===== config.mk =====
export PLATFORM = sky130hd
export DESIGN_NAME = peak_current_bridge_pwm
export DESIGN_NICKNAME = d
export VERILOG_FILES = /design/src/rtl/bridge_pkg.sv /design/src/rtl/peak_current_bridge_pwm.sv
export SDC_FILE = /design/constraint.sdc
export NUM_CORES = 1
export LEC_CHECK = 0
export ABC_AREA = 1
export BUFFER_PORTS_ARGS = -buffer_cell sky130_fd_sc_hd__buf_2
export CAP_MARGIN = 20
export CORE_MARGIN = 1
export CORE_UTILIZATION = 35
export CTS_BUF_LIST = sky130_fd_sc_hd__clkbuf_8
export CTS_CLUSTER_DIAMETER = 60
export DETAILED_ROUTE_END_ITERATION = 12
export GPL_ROUTABILITY_DRIVEN = 0
export HOLD_SLACK_MARGIN = 0.1
export PLACE_DENSITY = 0.62
export REMOVE_ABC_BUFFERS = 1
export SYNTH_ARGS = -nofsm -noshare
export SYNTH_HDL_FRONTEND = slang
export SYNTH_SLANG_ARGS = --single-unit
export TNS_END_PERCENT = 30

===== constraint.sdc =====
create_clock -name mclk -period 6.9 [get_ports mclk]
set_input_delay 0.69 -clock mclk [delete_from_list [all_inputs] [get_ports mclk]]
set_output_delay 0.69 -clock mclk [all_outputs]
set_load 0.02 [all_outputs]

===== src/rtl/bridge_pkg.sv =====
// Purpose: shared constants and carriers of the bridge pwm block
// Assumes: 32-bit AHB-Lite register window, word aligned
// Notes:   offsets are byte addresses
package bridge_pkg;

   localparam int unsigned CNT_W = 16;
   localparam int unsigned DAC_W = 12;

   // register byte offsets
   localparam logic [7:0] OFS_CTRL       = 8'h00;
   localparam logic [7:0] OFS_PERIOD     = 8'h04;
   localparam logic [7:0] OFS_DB_ACTIVE  = 8'h08;
   localparam logic [7:0] OFS_DB_PASSIVE = 8'h0c;
   localparam logic [7:0] OFS_RAMP_START = 8'h10;
   localparam logic [7:0] OFS_RAMP_SLOPE = 8'h14;
   localparam logic [7:0] OFS_STATUS     = 8'h18;
   localparam logic [7:0] OFS_RAMP_VALUE = 8'h1c;

   // control field positions
   localparam int unsigned CTRL_EN_BIT   = 0;
   localparam int unsigned CTRL_MODE_LSB = 1;

   // status field positions
   localparam int unsigned STS_DIR_BIT   = 16;
   localparam int unsigned STS_TRIP_BIT  = 17;
   localparam int unsigned STS_MODE_LSB  = 18;

   // values after reset
   localparam logic [15:0] RST_PERIOD     = 16'h01f4;
   localparam logic [15:0] RST_DB         = 16'h0000;
   localparam logic [15:0] RST_RAMP_START = 16'h0000;
   localparam logic [15:0] RST_RAMP_SLOPE = 16'h0000;

   localparam logic [1:0] HTRANS_NONSEQ = 2'b10;

   typedef enum logic [1:0] {
      RECT_DIODE,
      RECT_IDEAL,
      RECT_COMPLEMENT
   } rect_mode_t;

   typedef struct packed {
      logic        enable;
      rect_mode_t  mode;
      logic [15:0] period;
      logic [15:0] db_active;
      logic [15:0] db_passive;
      logic [15:0] ramp_start;
      logic [15:0] ramp_slope;
   } cfg_t;

   typedef struct packed {
      logic passive_leg_out_a;
      logic passive_leg_out_b;
      logic active_leg_out_a;
      logic active_leg_out_b;
      logic rectifier_out_a;
      logic rectifier_out_b;
   } drive_t;

endpackage


===== src/rtl/peak_current_bridge_pwm.sv =====
// Purpose: gate drive generation for a peak current controlled bridge
// Assumes: one clock mclk, comparator output is asynchronous
// Notes:   registers reached over AHB-Lite, zero wait state
// Operation
// on peak current, active drive drops at once; partner follows deadtime
// peak reference falls as a ramp with programmable slope
// both halves of a switching cycle use one reference value
// passive pair complementary at half duty with deadband
// active action output goes high on up-count trip and at period
// active action output goes low on down-count trip and at zero
// both trip events come from one comparator event
// rising delay on active A, falling delay with inversion on active B
// active A falls on down trip, active B on up trip, immediately
// trip latch is cycle by cycle, cleared at zero and at period
// rectifier mode 0 keeps both rectifier drives off
// rectifier mode 1 drives on only during diagonal overlap
// rectifier mode 2 drives off only during opposite diagonal overlap
// rectifier mode changes are glitch free
// software writes peak reference into ramp start shadow, used each ramp
// falling ramp feeds the 12-bit reference dac
// dac takes upper 12 ramp bits; low 4 bits prescale the rate
// pairs map to switches one/four, two/three, rectifier one/two
// software should lengthen deadtime as load falls
// diagonal pairs run half duty, half a cycle apart
// all pairs share one up-down time base
//
// The placing of the registers and the AHB-Lite slave port are this design's own decisions.
`timescale 1ns/10ps
module peak_current_bridge_pwm #(
   parameter int unsigned CW = bridge_pkg::CNT_W
) (
   input  wire logic                mclk,
   input  wire logic                rst,
   input  wire logic                hsel,
   input  wire logic [31:0]         haddr,
   input  wire logic [1:0]          htrans,
   input  wire logic                hwrite,
   input  wire logic [2:0]          hsize,
   input  wire logic [31:0]         hwdata,
   input  wire logic                hready,
   output logic                     hreadyout,
   output logic                     hresp,
   output logic [31:0]              hrdata,
   input  wire logic                cmp_trip_async,
   output bridge_pkg::drive_t       drive,
   output logic [bridge_pkg::DAC_W-1:0] dac_code
);
   import bridge_pkg::*;

   if (CW < 16 || CW > 16) begin : g_chk
      $error("counter width must be 16");
   end

   // bus slave state
   cfg_t        cfg_ff, nxt_cfg;
   logic        wr_pend_ff, nxt_wr_pend;
   logic [7:0]  wr_addr_ff, nxt_wr_addr;
   logic [31:0] rdata_ff, nxt_rdata;

   // time base and trip state
   logic [15:0] cnt_ff, nxt_cnt;
   logic        up_ff, nxt_up;
   logic [15:0] per_act_ff, nxt_per_act;
   logic        trip_ff, nxt_trip;
   logic [1:0]  sync_ff;
   rect_mode_t  mode_act_ff, nxt_mode_act;

   // ramp state
   logic [15:0] ramp_ff, nxt_ramp;
   logic [15:0] start_act_ff, nxt_start_act;
   logic [15:0] slope_act_ff, nxt_slope_act;

   // leg state
   logic        aq_act_ff, nxt_aq_act;
   logic        aq_pas_ff, nxt_aq_pas;
   logic [15:0] dba_ff, nxt_dba;
   logic [15:0] dbp_ff, nxt_dbp;
   drive_t      drv_ff, nxt_drv;

   logic        zero_evt;
   logic        period_match;
   logic        compare_a_event_two;
   logic        trip_event_counting_up;
   logic        trip_event_counting_down;
   logic        trip_a_down_event;
   logic        trip_b_up_event;
   logic        diag_one;
   logic        diag_two;
   logic        addr_ok;

   assign hreadyout = 1'b1;
   assign hresp     = 1'b0;
   assign hrdata    = rdata_ff;
   assign drive     = drv_ff;
   assign dac_code  = ramp_ff[15:4];

   assign addr_ok = hsel && hready && (htrans == HTRANS_NONSEQ);

   // register file: writes land in the data phase, reads are
   // captured in the address phase so hrdata comes from a flop
   always_comb begin
      nxt_cfg     = cfg_ff;
      nxt_wr_pend = addr_ok && hwrite;
      nxt_wr_addr = haddr[7:0];
      nxt_rdata   = rdata_ff;
      if (wr_pend_ff) begin
         case (wr_addr_ff)
            OFS_CTRL: begin
               nxt_cfg.enable = hwdata[CTRL_EN_BIT];
               nxt_cfg.mode   = rect_mode_t'(hwdata[CTRL_MODE_LSB +: 2]);
            end
            OFS_PERIOD:     nxt_cfg.period     = hwdata[15:0];
            OFS_DB_ACTIVE:  nxt_cfg.db_active  = hwdata[15:0];
            OFS_DB_PASSIVE: nxt_cfg.db_passive = hwdata[15:0];
            OFS_RAMP_START: nxt_cfg.ramp_start = hwdata[15:0];
            OFS_RAMP_SLOPE: nxt_cfg.ramp_slope = hwdata[15:0];
            default: ;
         endcase
      end
      if (addr_ok && !hwrite) begin
         case (haddr[7:0])
            OFS_CTRL: nxt_rdata = {29'h0, cfg_ff.mode, cfg_ff.enable};
            OFS_PERIOD:     nxt_rdata = {16'h0, cfg_ff.period};
            OFS_DB_ACTIVE:  nxt_rdata = {16'h0, cfg_ff.db_active};
            OFS_DB_PASSIVE: nxt_rdata = {16'h0, cfg_ff.db_passive};
            OFS_RAMP_START: nxt_rdata = {16'h0, cfg_ff.ramp_start};
            OFS_RAMP_SLOPE: nxt_rdata = {16'h0, cfg_ff.ramp_slope};
            OFS_STATUS: nxt_rdata = {12'h0, mode_act_ff, trip_ff,
                                     up_ff, cnt_ff};
            OFS_RAMP_VALUE: nxt_rdata = {16'h0, ramp_ff};
            default:        nxt_rdata = 32'h0;
         endcase
      end
   end

   always_ff @(posedge mclk or posedge rst) begin
      if (rst) begin
         cfg_ff     <= '{enable: 1'b0, mode: RECT_DIODE,
                         period: RST_PERIOD, db_active: RST_DB,
                         db_passive: RST_DB, ramp_start: RST_RAMP_START,
                         ramp_slope: RST_RAMP_SLOPE};
         wr_pend_ff <= 1'b0;
         wr_addr_ff <= 8'h00;
         rdata_ff   <= 32'h0;
      end else begin
         cfg_ff     <= nxt_cfg;
         wr_pend_ff <= nxt_wr_pend;
         wr_addr_ff <= nxt_wr_addr;
         rdata_ff   <= nxt_rdata;
      end
   end

   // comparator synchroniser; second stage is the only reader of the first
   always_ff @(posedge mclk or posedge rst) begin
      if (rst) begin
         sync_ff <= 2'b00;
      end else begin
         sync_ff <= {sync_ff[0], cmp_trip_async};
      end
   end

   // one shared up-down time base for all pairs
   assign zero_evt     = cfg_ff.enable && (cnt_ff == 16'h0000);
   assign period_match = cfg_ff.enable && (cnt_ff == per_act_ff);

   // first high synchronised comparator sample per half cycle is the only trip source
   assign compare_a_event_two = cfg_ff.enable && sync_ff[1] && !trip_ff;
   assign trip_event_counting_up   = compare_a_event_two && up_ff;
   assign trip_event_counting_down = compare_a_event_two && !up_ff;
   assign trip_a_down_event = trip_event_counting_down;
   assign trip_b_up_event   = trip_event_counting_up;

   always_comb begin
      nxt_cnt       = cnt_ff;
      nxt_up        = up_ff;
      nxt_per_act   = per_act_ff;
      nxt_start_act = start_act_ff;
      nxt_slope_act = slope_act_ff;
      nxt_mode_act  = mode_act_ff;
      if (!cfg_ff.enable) begin
         nxt_cnt     = 16'h0000;
         nxt_up      = 1'b1;
         nxt_per_act = cfg_ff.period;
      end else if (up_ff) begin
         nxt_cnt = cnt_ff + 16'h0001;
         if (nxt_cnt >= per_act_ff) begin
            nxt_up = 1'b0;
         end
      end else begin
         nxt_cnt = cnt_ff - 16'h0001;
         if (nxt_cnt == 16'h0000) begin
            nxt_up = 1'b1;
         end
      end
      // shadows move only at zero or while disabled, so both halves share one reference
      // and a mode change never splits a drive pulse
      if (zero_evt || !cfg_ff.enable) begin
         nxt_start_act = cfg_ff.ramp_start;
         nxt_slope_act = cfg_ff.ramp_slope;
         nxt_mode_act  = cfg_ff.mode;
         if (cfg_ff.enable) begin
            nxt_per_act = cfg_ff.period;
         end
      end
   end

   // trip latch: a trip in the clearing cycle still sets it
   always_comb begin
      nxt_trip = trip_ff;
      if (compare_a_event_two) begin
         nxt_trip = 1'b1;
      end else if (zero_evt || period_match || !cfg_ff.enable) begin
         nxt_trip = 1'b0;
      end
   end

   // falling ramp restarts from the same start value each half cycle
   always_comb begin
      nxt_ramp = ramp_ff;
      if (zero_evt || period_match || !cfg_ff.enable) begin
         nxt_ramp = (zero_evt || !cfg_ff.enable) ?
                    cfg_ff.ramp_start : start_act_ff;
      end else if (ramp_ff > slope_act_ff) begin
         nxt_ramp = ramp_ff - slope_act_ff;
      end else begin
         nxt_ramp = 16'h0000;
      end
   end

   always_ff @(posedge mclk or posedge rst) begin
      if (rst) begin
         cnt_ff       <= 16'h0000;
         up_ff        <= 1'b1;
         per_act_ff   <= RST_PERIOD;
         start_act_ff <= RST_RAMP_START;
         slope_act_ff <= RST_RAMP_SLOPE;
         mode_act_ff  <= RECT_DIODE;
         trip_ff      <= 1'b0;
         ramp_ff      <= RST_RAMP_START;
      end else begin
         cnt_ff       <= nxt_cnt;
         up_ff        <= nxt_up;
         per_act_ff   <= nxt_per_act;
         start_act_ff <= nxt_start_act;
         slope_act_ff <= nxt_slope_act;
         mode_act_ff  <= nxt_mode_act;
         trip_ff      <= nxt_trip;
         ramp_ff      <= nxt_ramp;
      end
   end

   // action outputs and deadband timers
   always_comb begin
      nxt_aq_act = aq_act_ff;
      if (trip_event_counting_up || period_match) begin
         nxt_aq_act = 1'b1;
      end else if (trip_event_counting_down || zero_evt) begin
         nxt_aq_act = 1'b0;
      end
      nxt_aq_pas = aq_pas_ff;
      if (zero_evt) begin
         nxt_aq_pas = 1'b1;
      end else if (period_match) begin
         nxt_aq_pas = 1'b0;
      end
      if (!cfg_ff.enable) begin
         nxt_aq_act = 1'b0;
         nxt_aq_pas = 1'b0;
      end
      nxt_dba = (nxt_aq_act != aq_act_ff) ? 16'h0000 :
                (dba_ff == 16'hffff) ? dba_ff : dba_ff + 16'h0001;
      nxt_dbp = (nxt_aq_pas != aq_pas_ff) ? 16'h0000 :
                (dbp_ff == 16'hffff) ? dbp_ff : dbp_ff + 16'h0001;
   end

   // bridge pairs, then rectifier overlap decode on the next values
   always_comb begin
      nxt_drv = '0;
      if (cfg_ff.enable) begin
         // switches one and four, complementary with deadband
         nxt_drv.passive_leg_out_a = nxt_aq_pas &&
                                     (nxt_dbp >= cfg_ff.db_passive);
         nxt_drv.passive_leg_out_b = !nxt_aq_pas &&
                                     (nxt_dbp >= cfg_ff.db_passive);
         // switches two and three; trip edges drop the drive at once
         nxt_drv.active_leg_out_a = nxt_aq_act && !trip_a_down_event &&
                                    (nxt_dba >= cfg_ff.db_active);
         nxt_drv.active_leg_out_b = !nxt_aq_act && !trip_b_up_event &&
                                    (nxt_dba >= cfg_ff.db_active);
      end
      diag_one = nxt_drv.passive_leg_out_a && nxt_drv.active_leg_out_b;
      diag_two = nxt_drv.passive_leg_out_b && nxt_drv.active_leg_out_a;
      // mode is only the latched copy, so a register write mid cycle
      // cannot chop a rectifier pulse
      case (mode_act_ff)
         RECT_DIODE: begin
            nxt_drv.rectifier_out_a = 1'b0;
            nxt_drv.rectifier_out_b = 1'b0;
         end
         RECT_IDEAL: begin
            nxt_drv.rectifier_out_a = diag_one;
            nxt_drv.rectifier_out_b = diag_two;
         end
         RECT_COMPLEMENT: begin
            nxt_drv.rectifier_out_a = cfg_ff.enable && !diag_two;
            nxt_drv.rectifier_out_b = cfg_ff.enable && !diag_one;
         end
         default: begin
            nxt_drv.rectifier_out_a = 1'b0;
            nxt_drv.rectifier_out_b = 1'b0;
         end
      endcase
   end

   always_ff @(posedge mclk or posedge rst) begin
      if (rst) begin
         aq_act_ff <= 1'b0;
         aq_pas_ff <= 1'b0;
         dba_ff    <= 16'h0000;
         dbp_ff    <= 16'h0000;
         drv_ff    <= '0;
      end else begin
         aq_act_ff <= nxt_aq_act;
         aq_pas_ff <= nxt_aq_pas;
         dba_ff    <= nxt_dba;
         dbp_ff    <= nxt_dbp;
         drv_ff    <= nxt_drv;
      end
   end

   AST_TRIP_DROPS_A: assert property (@(posedge mclk) disable iff (rst)
      trip_a_down_event |=> !drive.active_leg_out_a)
      else $error("active A still high after down trip");
   AST_TRIP_DROPS_B: assert property (@(posedge mclk) disable iff (rst)
      trip_b_up_event |=> !drive.active_leg_out_b)
      else $error("active B still high after up trip");
   AST_RAMP_FALLS: assert property (@(posedge mclk) disable iff (rst)
      (cfg_ff.enable && !zero_evt && !period_match)
      |=> ramp_ff <= $past(ramp_ff))
      else $error("ramp rose inside a half cycle");
   AST_SAME_REF: assert property (@(posedge mclk) disable iff (rst)
      period_match |=> ramp_ff == $past(start_act_ff))
      else $error("second half used another reference");
   AST_PASSIVE_COMPL: assert property (@(posedge mclk) disable iff (rst)
      !(drive.passive_leg_out_a && drive.passive_leg_out_b))
      else $error("passive pair overlap");
   AST_AQ_SET: assert property (@(posedge mclk) disable iff (rst)
      (trip_event_counting_up || period_match) |=> aq_act_ff)
      else $error("action output not set");
   AST_AQ_CLR: assert property (@(posedge mclk) disable iff (rst)
      (zero_evt && !trip_event_counting_up) |=> !aq_act_ff)
      else $error("action output not cleared at zero");
   AST_ACTIVE_DB: assert property (@(posedge mclk) disable iff (rst)
      (drive.active_leg_out_a || drive.active_leg_out_b)
      |-> dba_ff >= $past(cfg_ff.db_active))
      else $error("active drive rose inside its deadtime");
   AST_TRIP_CLEAR: assert property (@(posedge mclk) disable iff (rst)
      ((zero_evt || period_match) && !compare_a_event_two)
      |=> !trip_ff)
      else $error("trip latch not cleared");
   AST_MODE0_OFF: assert property (@(posedge mclk) disable iff (rst)
      (mode_act_ff == RECT_DIODE)
      |=> (!drive.rectifier_out_a && !drive.rectifier_out_b))
      else $error("rectifier driven in diode mode");
   AST_IDEAL_DIAG: assert property (@(posedge mclk) disable iff (rst)
      (mode_act_ff == RECT_IDEAL) |=>
      (drive.rectifier_out_a ==
       (drive.passive_leg_out_a && drive.active_leg_out_b)) &&
      (drive.rectifier_out_b ==
       (drive.passive_leg_out_b && drive.active_leg_out_a)))
      else $error("ideal diode rectifier off its diagonal");
   AST_MODE_AT_ZERO: assert property (@(posedge mclk) disable iff (rst)
      (mode_act_ff != $past(mode_act_ff)) |-> $past(zero_evt)
      || $past(!cfg_ff.enable))
      else $error("rectifier mode moved mid cycle");
   // a decrement of sixteen must move the dac code by exactly one step
   AST_DAC_BITS: assert property (@(posedge mclk) disable iff (rst)
      (cfg_ff.enable && !zero_evt && !period_match &&
       slope_act_ff == 16'h0010)
      |=> (dac_code == $past(dac_code) - 12'h001) || (dac_code == 12'h000))
      else $error("dac code not from upper ramp bits");

endmodule


# Yosys cells after proc, flatten, opt, wreduce, memory -nomap -nowiden
# Index checks and enable logic that the tools add are counted.
totals:
  regBits: 250
  elab_cells: 131
  in_bits: 75
op_classes:
  n_mux: 27
  addsub: 5
  order_cmp: 4
  n_reduce_logical: 46
  eq_ne: 20
ops:
  columns: ["operator", "count"]
  rows:
  - ["$mux W16", 12]
  - ["$pmux W20 S8", 1]
  - ["$add A16 B1 Y16 const B", 3]
  - ["$eq A8 B5 Y1 const B", 6]
  - ["$ge A16 B16 Y1", 3]
  - ["$eq A16 B16 Y1 const B", 2]
  - ["$eq A8 B4 Y1 const B", 4]
  - ["$logic_not A16 Y1", 2]
  - ["$logic_and A1 B1 Y1", 20]
  - ["$eq A16 B16 Y1", 1]
  - ["$eq A8 B3 Y1 const B", 2]
  - ["$gt A16 B16 Y1", 1]
  - ["$logic_not A8 Y1", 2]
  - ["$sub A16 B1 Y16 const B", 1]
  - ["$sub A16 B16 Y16", 1]
  - ["$mux W1", 12]
  - ["$reduce_and A2 Y1", 6]
  - ["$logic_not A1 Y1", 10]
  - ["$logic_or A1 B1 Y1", 5]
  - ["$eq A2 B2 Y1 const B", 2]
  - ["$mux W4", 1]
  - ["$pmux W2 S2", 1]
  - ["$eq A2 B1 Y1 const B", 1]
  - ["$ne A1 B1 Y1", 2]
  - ["$reduce_bool A2 Y1", 1]

# Longest topological paths before layout
# Gate-level depths: netlist of run 1.
logic_depth:
  ltp_word: 16
  depth_mapped: 28

# Worst setup path before layout of run 1
# OpenSTA, ideal clock, no wires.
synth_path:
  path_type: "reg-to-reg"
  from: "register cnt_ff[0]"
  to: "register drv_ff (netlist bit drive[0])"
  setup_ns: 0.077
  setup_slack_ns: 3.949
  path_stages_with_launch: 27
  n_path_buf: 1
  arrival_time_ns: 2.874
  synth_period_minus_slack_ns: 2.951
  path_cell_list: "dfrtp_1 > ha_1 > inv_1 > nand2_1 > nor2_1 > nand2_1 > nor2_1 > nand2_2 > nand3_2 > nand2_4 > xor2_4 > buf_6 > a21oi_2 > ha_1 > inv_1 > nor2_1 > o21ai_0 > nand2_1 > nand2_1 > nand2_1 > nand2_1 > nand2_1 > nor2_1 > nor2_1 > nand2_1 > nand2_1 > a21oi_1"
synth_rtl:
  columns: ["item", "line", "source"]
  rows:
  - ["start: declaration", "peak_current_bridge_pwm.sv:61", "logic [15:0] cnt_ff, nxt_cnt;"]
  - ["start signal: assignment", "peak_current_bridge_pwm.sv:241", "cnt_ff <= nxt_cnt;"]
  - ["end signal: assignment", "peak_current_bridge_pwm.sv:327", "drv_ff <= nxt_drv;"]
  - ["end: declaration", "peak_current_bridge_pwm.sv:78", "drive_t drv_ff, nxt_drv;"]

==> flow_summary.ini, run 1 <==
[placed_design]
dpl_cell_area_um2 = 13800
portBuffers = 69
pre_cts_ws_ns = 2.90
hpwl_mm = 26.8

[floorplan]
core_um2 = 36800
rows = 70
initial_core_util = 0.357
die_w_um = 196
die-area_um2 = 38300
io-pin-count = 127
fp.dieH_um = 196

[synth]
yosysTopAreaCell = dfrtp_1
synth_most_common_cell = nand2_1
ys_warn_count = 0
netlist_area_um2 = 13100
ys_seq_elements = 238
synth-main-ff-cell = dfrtp_1
postSynth.asyncResetShare = 1.00
synth.distinct_cells = 48
ys_seq_area_frac = 0.455
ys_top_cells_by_area = dfrtp_1 43%, nand2_1 14%, ha_1 6.9%
synth_cells = 1644
synth_top_area_share = 0.429
yosys-top-cells-count = 489 x nand2_1, 225 x dfrtp_1, 174 x inv_1, 172 x o21ai_0, 92 x nor2_1
syn_area_per_cell_um2 = 7.99
synth_edf_count = 0

[clock_tree]
cts_root_buf = clkbuf_8
numClockSinks = 238
cts_hold_buf = 0
clk_pin_slew_ns = 0.06
clk_latency_ns = 0.57
cts_resized = 0
cts_buffer_depth = 3
htreeDepth = 2
cts_tree = yes
numCtsBuffers = 45
cts_setup_buffers = 0

[routing]
vias = 11100
wl_mm = 36.3
post-route-drc-count = 0
vias_per_cell = 5.02
wire_per_inst_um = 16.4
drt_first_pass_iters = 6
drt_iter0_markers = 910
drtAntennaViolNets = 0

[critical_path]
cp.required_ns = 7.34
worst_setup_path_end_kind = register
r2r-end = drive[1]
r2r_setup_slack_ns = 2.90
path_max_fanout = 16
arrival_ns = 4.44
ff2ff_path_depth = 21
critPathKind = reg -> reg
startpoint_type = register
r2r-start = cnt_ff[0]

[cells_and_area]
syn_to_final_growth_pct = 11.8
fin_area_um2 = 14700
final_core_util = 0.399
drive_gt1_frac = 0.122
nets = 1855

[global_routing]
grt_pass1_vias = 10700
grt_max_degree = 101
antenna_found_initial = 2
track_usage = 0.193
grt_pass1_wl_mm = 58.3
grt_remaining_overflow = 0

[pwr]
leakage_nw = 7.68
power.density_cell_area_nw_per_um2 = 259
peakVddDrop_v = 0.000136

[outcome]
outcome = finished, final reports clean

[timing]
timing.final.crit_period_ns = 4.00
fin_skew_ns = 0.0371
fmax_ghz = 0.250
worstMarginPinSlew_ns = 1.06
finalCritPeriodShare = 0.580
final-hold-violation-count = 0
rsz0062_at_grt = no
setup_viol = 0
fin_tns_setup_ns = 0
fin_ws_ns = 2.90
slew_violations = 0
slew_headroom = 0.290

[min_path]
holdCritPathClass = in -> async

[run]
drv_cap = 0
## logic make-up after synthesis
kind of cell / count (synthesis) / synth area share
simple gates: 717 / 0.226
buf+inv: 258 / 0.0844
flops: 238 / 0.455
compound gates: 305 / 0.128
fa+ha+maj: 73 / 0.0701
xor+xnor: 51 / 0.0360
other cells: 2 / 0.000572
## cells in the final DEF (no fill, tap or decap), drive strengths merged, types with 3 or more instances in the layout
cell type	n
buf	78
clkbuf	54
conb	14
o22ai	12
inv	202
xor2	34
a22o	4
o211ai	3
nand2	496
nor3	33
dfrtp	225
o2111ai	7
nor2	107
o21ai	178
a221oi	4
nor3b	3
nand3	46
clkinv	6
dfstp	13
nand4	20
a21o	6
a21oi	75
o21a	3
xnor2	17
a31oi	6
ha	72
or2	8
## power breakdown
group,switching (mW),internal (mW),total [mW],leakage [nW]
clock network,0.618,0.749,1.37,0.525
logic,0.540,0.274,0.813,4.58
registers,0.113,1.52,1.63,2.57
total,1.27,2.54,3.81,7.68
## worst max path at each step
stage               startpoint         to  slack, ns  cells past startpoint
CTS                  cnt_ff[0]   drive[1]       2.85                     21
finish               cnt_ff[0]   drive[1]       2.90                     21
global route         cnt_ff[0]   drive[1]       2.53                     21
floorplan                  rst  aq_act_ff      -0.30                      1
global placement     cnt_ff[0]   drive[1]       2.95                     21
detailed placement   cnt_ff[0]   drive[1]       2.90                     21
## through the flow
step	hold WS, ns	power, mW	std cells
floorplan	0.331	2.23	1582
global placement	0.343	2.43	2126
detailed placement	0.345	2.46	2126
CTS	0.217	3.84	2207
global route	0.214	4.04	2209
finish	0.214	3.81	2210
## per-layer routing
layer | track usage | wire length (um)
met3 | 0.0334 | 2010
met4 | 0.0744 | 1190
met5 | 0 | 26
met2 | 0.309 | 16700
met1 | 0.261 | 16400
## critical path, cell delays in order (launching register included)
cell,delay [ns]
dfrtp_1,0.44
ha_1,0.34
inv_1,0.10
nand2_1,0.06
nor2_1,0.13
nand2_1,0.09
nor2_1,0.13
nand2_2,0.19
nand2_2,0.12
nand2_2,0.08
xor2_2,0.61
a31oi_1,0.15
ha_1,0.35
nand2_1,0.07
nor2_1,0.14
nand4_1,0.15
nor2_1,0.19
nor2_1,0.07
nor2_1,0.21
nand3_1,0.12
nand2_1,0.07
a21oi_1,0.06
## area by class of cell
class | count | area (um^2)
fillers | 3772 | 22100
inverters | 184 | 698
well taps | 468 | 586
clock inverters | 27 | 158
multi-input cells | 1160 | 6110
repair buffers | 78 | 428
clock buffers | 54 | 743
diodes | 1 | 2.50
flip-flops and latches | 238 | 5970
## registers in the layout (all words and copies together) (netlist names), 6 cells and up
register,cells
cfg_ff,83
hrdata,20
cnt_ff,16
dba_ff,16
dbp_ff,16
per_act_ff,16
ramp_ff,16
slope_act_ff,16
start_act_ff,16
wr_addr_ff,8
drive,6
(Power assumes the default switching activity.)
==> inputs of run 2 (changes only) <==
clock period = 3.2 ns   (was 6.9 ns; I/O delays follow)
==> run 2 against run 1 <==
Against the previous run:
- the run now ends with negative setup slack left
- sequential cell count did not move
- clock-buffer cell count fell by 3
- first-iteration DRC count fell by 12%
- sequential share of layout area fell by 3.0 points
- core utilization rose by 3.2 points
- critical path type unchanged
- largest power group unchanged
- highest routed layer unchanged
==> flow_summary.ini, run 2 (synthesized netlist as in run 1, its figures left out) <==
[outcome]
outcome = finished with violations
violations = negative setup slack

[cells_and_area]
final_common_cell = nand2_1
syn_to_final_growth_pct = 20.7
max_flop_register = cfg_ff
largest_reg_flops = 83
diodes = 0
nets = 1949
layout_common_cells = 478 x nand2_1, 225 x dfrtp_1, 189 x inv_1, 166 x o21ai_0, 80 x nor2_1
final-seq-area_um2 = 5970
multi_input_area_um2 = 6490
drive_gt1_frac = 0.183
fill_cells = 3669

[timing]
slew_headroom = 0.314
slew_violations = 0
final-hold-violation-count = 0
timing.final.crit_period_ns = 3.28
holdWs_ns = 0.118
rsz0062_at_grt = yes
fin_skew_ns = 0.0303
finalCritPeriodShare = 1.02
fmax_ghz = 0.305
fin_ws_ns = -0.0774
worstMarginPinSlew_ns = 1.03
setup_viol = 3

[pwr]
peakVddDrop_v = 0.000259
pwr-share-clk = 0.323
p_sw_mw = 2.80
power.density_cell_area_nw_per_um2 = 529
switching_share = 0.334
seq_power_share = 0.415
leakage_nw = 8.14
intPower_mw = 5.59
p_comb_frac = 0.262
total_power_mw = 8.39

[routing]
wl_mm = 38.3
post-route-drc-count = 0
drt_first_pass_iters = 5
wire_per_inst_um = 16.7
vias = 11500
drtAntennaViolNets = 0
drt_iter0_markers = 798
vias_per_cell = 5.00

[global_routing]
grt_pass1_vias = 11400
use_met3 = 0.0328
antenna_found_initial = 0
grt_remaining_overflow = 0
grt_use_met2 = 0.323
track_usage = 0.203
use_met1 = 0.274
grt_max_degree = 103
grt_pass1_wl_mm = 61.2
grt-busiest-layer = met2

[clock_tree]
clk_pin_slew_ns = 0.06
numClockSinks = 238
htreeDepth = 2
cts_root_buf = clkbuf_8
cts_buffer_depth = 3
clk_latency_ns = 0.56
cts_tree = yes
numCtsBuffers = 42

[critical_path]
cp.required_ns = 3.63
critPathKind = reg -> reg
arrival_ns = 3.71
path_max_fanout = 8
worst_setup_path_end_kind = register
startpoint_type = register

[placed_design]
portBuffers = 69
pre_cts_ws_ns = -0.222
hpwl_mm = 28.4

[floorplan]
die_w_um = 196
io-pin-count = 127
initial_core_util = 0.357
rows = 70
die-area_um2 = 38300
core_um2 = 36800
fp.dieH_um = 196

[min_path]
holdCritPathClass = in -> reg

[run]
drv_cap = 0
## run 2: per-stage QoR
step           utilization  std cells  setup TNS [ns]  cell area, um^2
3_5_place_dp         0.387       2183          -0.708            14200
5_1_grt              0.431       2301           -1.20            15900
4_1_cts              0.423       2293        -0.00196            15600
6_report             0.431       2301          -0.176            15900
2_1_floorplan            -       1582         -839.97            12800
3_3_place_gp         0.387       2183          -0.305            14200
## run 2: area by class of cell
| class | instances | area share |
|---|---|---|
| clock buffer | 51 | 0.0443 |
| clock inverter | 25 | 0.00678 |
| timing repair buffer | 175 | 0.0824 |
| inverter | 184 | 0.0440 |
| tap | 468 | 0.0369 |
| multi-input combinational | 1160 | 0.409 |
| sequential | 238 | 0.377 |
## run 2: power groups by stage
stage               registers, mW  clock network [mW]  logic [mW]
finish                       3.48                2.71        2.20
global route                 3.51                2.92        2.46
CTS                          3.47                2.78        2.16
detailed placement           3.52                   0        2.01
global placement             3.52                   0        1.97
floorplan                    3.51                   0        1.30
## run 2: per-layer routing
| metal | part of all wire | vias to the layer above |
|---|---|---|
| met4 | 0.042 | 2 |
| met2 | 0.45 | 316 |
| met3 | 0.054 | 91 |
| met5 | 0.0012 | - |
| met1 | 0.45 | 5478 |
| li1 | - | 5613 |
## run 2: final timing paths
kind | start | end | slack, ns | cells after the start
max | cnt_ff[0] | drive[1] | -0.08 | 22
min | hwdata[8] | cfg_ff[40] | 0.12 | 3
max reg2reg | cnt_ff[0] | drive[1] | -0.08 | 22
min reg2reg | sync_ff[0] | sync_ff[1] | 0.35 | 0
max in group asynchronous | rst | cfg_ff[68] | 1.77 | 4
min in group asynchronous | rst | start_act_ff[4] | 0.42 | 3
## run 2: repair_timing
item / 4_1_cts / 5_1_grt
gates resized for setup: 45 / 43
buffers inserted: 8 / 6
pin swaps: 22 / 32
setup endpoints to repair: 5 / 7
cloned: 1 / 1
hold endpoints to repair: 133 / 0
hold buffers: 25 / 0
## run 2: critical path, stage by stage (launching register included)
cell       delay (ns)
dfrtp_1          0.43
ha_4             0.26
inv_2            0.04
nand2_1          0.04
nor2_1           0.10
nand2_1          0.06
nor2_1           0.13
nand2_2          0.11
nand2_2          0.11
nand2_4          0.07
xor2_4           0.22
clkbuf_16        0.21
nor2_2           0.05
ha_1             0.29
nand2_1          0.06
nor2_2           0.12
nand4_1          0.15
nor2_2           0.18
nor2_1           0.08
nor2_2           0.20
nand3_1          0.11
nand2_1          0.09
a21oi_2          0.05
==> inputs of run 3 (changes only) <==
CORE_ASPECT_RATIO = 0.6   (was unset)
==> run 3 against run 2 <==
Against the previous run:
- the flow still finishes with violations (negative setup slack)
- clock skew about the same
- worst hold slack improved by 0.0095 ns
- fmax decreased by 7.6%
- via count increased by 2.4%
- register-to-register slack got worse by 0.27 ns
- global-route usage increased by 0.79 points
- design area increased by 1.1%
- critical path type unchanged
- highest routed layer is now met4
==> flow_summary.ini, run 3 (synthesized netlist as in run 1, its figures left out) <==
[timing]
worstMarginPinSlew_ns = 0.874
rsz0062_at_grt = yes
fmax_ghz = 0.282
setup_viol = 6
final-hold-violation-count = 0
slew_violations = 0
fin_skew_ns = 0.0302
finalCritPeriodShare = 1.11
holdWs_ns = 0.128
fin_ws_ns = -0.347
timing.final.crit_period_ns = 3.55
slew_headroom = 0.417

[global_routing]
grt_max_degree = 67
antenna_found_initial = 0
use_met1 = 0.330
grt_use_met2 = 0.280
grt-busiest-layer = met1
grt_pass1_vias = 10900
track_usage = 0.211
grt_remaining_overflow = 0
use_met3 = 0.0649
grt_pass1_wl_mm = 62.5

[clock_tree]
clk_latency_ns = 0.57
htreeDepth = 2
cts_tree = yes
cts_root_buf = clkbuf_8
clk_pin_slew_ns = 0.06
numCtsBuffers = 38
cts_buffer_depth = 3
numClockSinks = 238

[routing]
drtAntennaViolNets = 0
drt_iter0_markers = 1098
vias_per_cell = 4.97
wl_mm = 41.2
wire_per_inst_um = 17.4
vias = 11800
drt_first_pass_iters = 5
post-route-drc-count = 0

[placed_design]
pre_cts_ws_ns = -0.323
hpwl_mm = 30.6
dpl_cell_area_um2 = 14600
portBuffers = 69

[cells_and_area]
max_flop_register = cfg_ff
final_common_cell = nand2_1
drive_gt1_frac = 0.190
diodes = 0
fin_area_um2 = 16000
layout_common_cells = 485 x nand2_1, 224 x dfrtp_1, 185 x inv_1, 168 x o21ai_0, 110 x buf_4
nets = 1987
fill_cells = 3710
syn_to_final_growth_pct = 22.1
largest_reg_flops = 83

[outcome]
outcome = finished with violations
violations = negative setup slack

[floorplan]
core_um2 = 36600
die_w_um = 252
rows = 54
io-pin-count = 127
fp.dieH_um = 152
die-area_um2 = 38300
initial_core_util = 0.359

[min_path]
holdCritPathClass = in -> reg

[run]
drv_cap = 0

[pwr]
power.density_cell_area_nw_per_um2 = 546
peakVddDrop_v = 0.000310
total_power_mw = 8.75
leakage_nw = 8.30

[critical_path]
worst_setup_path_end_kind = register
critPathKind = reg -> reg
startpoint_type = register
path_max_fanout = 6
cp.required_ns = 3.68
arrival_ns = 4.03
crit_slowest_cell = dfrtp_1
cp_slowest_stage_delay_ns = 0.38
## run 3: cell count changes in the layout (fill, tap and decap cells not counted), sizes merged
cell | before | now
bufinv | 0 | 1
clkbuf | 53 | 49
inv | 206 | 198
clkinv | 1 | 2
buf | 148 | 188
clkinvlp | 2 | 0
dlygate4sd3 | 25 | 27
## run 3: cell type report
cell class	instances	area, um^2	area share
multi-input cells	1160	6330	0.395
repair buffers	217	1660	0.103
flip-flops and latches	238	5970	0.372
clock buffers	47	647	0.0403
clock inverters	17	97.6	0.00609
inverters	184	698	0.0435
well taps	504	631	0.0393
## run 3: final timing paths
path | startpoint | end | slack [ns] | cells after the start
setup / recovery | per_act_ff[0] | drive[0] | -0.35 | 25
hold / removal | htrans[0] | wr_pend_ff | 0.13 | 5
setup reg to reg | per_act_ff[0] | drive[0] | -0.35 | 25
hold reg to reg | sync_ff[0] | sync_ff[1] | 0.36 | 0
max in group asynchronous | rst | cfg_ff[70] | 2.04 | 4
min in group asynchronous | rst | cnt_ff[7] | 0.36 | 3
## run 3: metal layers
| layer | share of wire | wire [um] | vias to the layer above |
|---|---|---|---|
| met5 | 0 | 0 | - |
| met2 | 0.39 | 16100 | 411 |
| li1 | - | - | 5669 |
| met4 | 0.014 | 577 | 0 |
| met3 | 0.11 | 4350 | 54 |
| met1 | 0.49 | 20100 | 5641 |
## run 3: worst max-delay path, delay by kind of cell, from the launching register on
family / cells / cell delay (ns)
and+or+nand+nor: 16 / 1.52
buffers and inverters: 5 / 0.59
AOI/OAI and AO/OA: 1 / 0.15
xor gates and xnor gates: 1 / 0.24
DFF: 1 / 0.38
adders and majority gates: 2 / 0.60
## run 3: per-stage QoR
| stage | std cells | util | setup TNS [ns] |
|---|---|---|---|
| after global placement | 2266 | 0.400 | -0.794 |
| after floorplan | 1582 | - | -839.97 |
| after detailed placement | 2266 | 0.400 | -1.08 |
| after CTS | 2357 | 0.429 | -0.381 |
| after global routing | 2367 | 0.438 | -2.51 |
| final | 2367 | 0.438 | -1.51 |
## run 3: report_power, final
part	switching [mW]	leakage [nW]	internal (mW)
clock	1.30	0.434	1.40
combinational	1.52	5.30	1.06
sequential	0.201	2.57	3.27
total	3.02	8.30	5.73
## run 3: what timing repair did
| item | in CTS | in global routing |
|---|---|---|
| pin swaps | 3 | 33 |
| setup buffers | 0 | 10 |
| gates resized for setup | 18 | 41 |
| hold buffers | 27 | 0 |
| hold endpoints to repair | 111 | 0 |
| gates cloned | 0 | 2 |
| endpoints found under the setup margin | 6 | 7 |
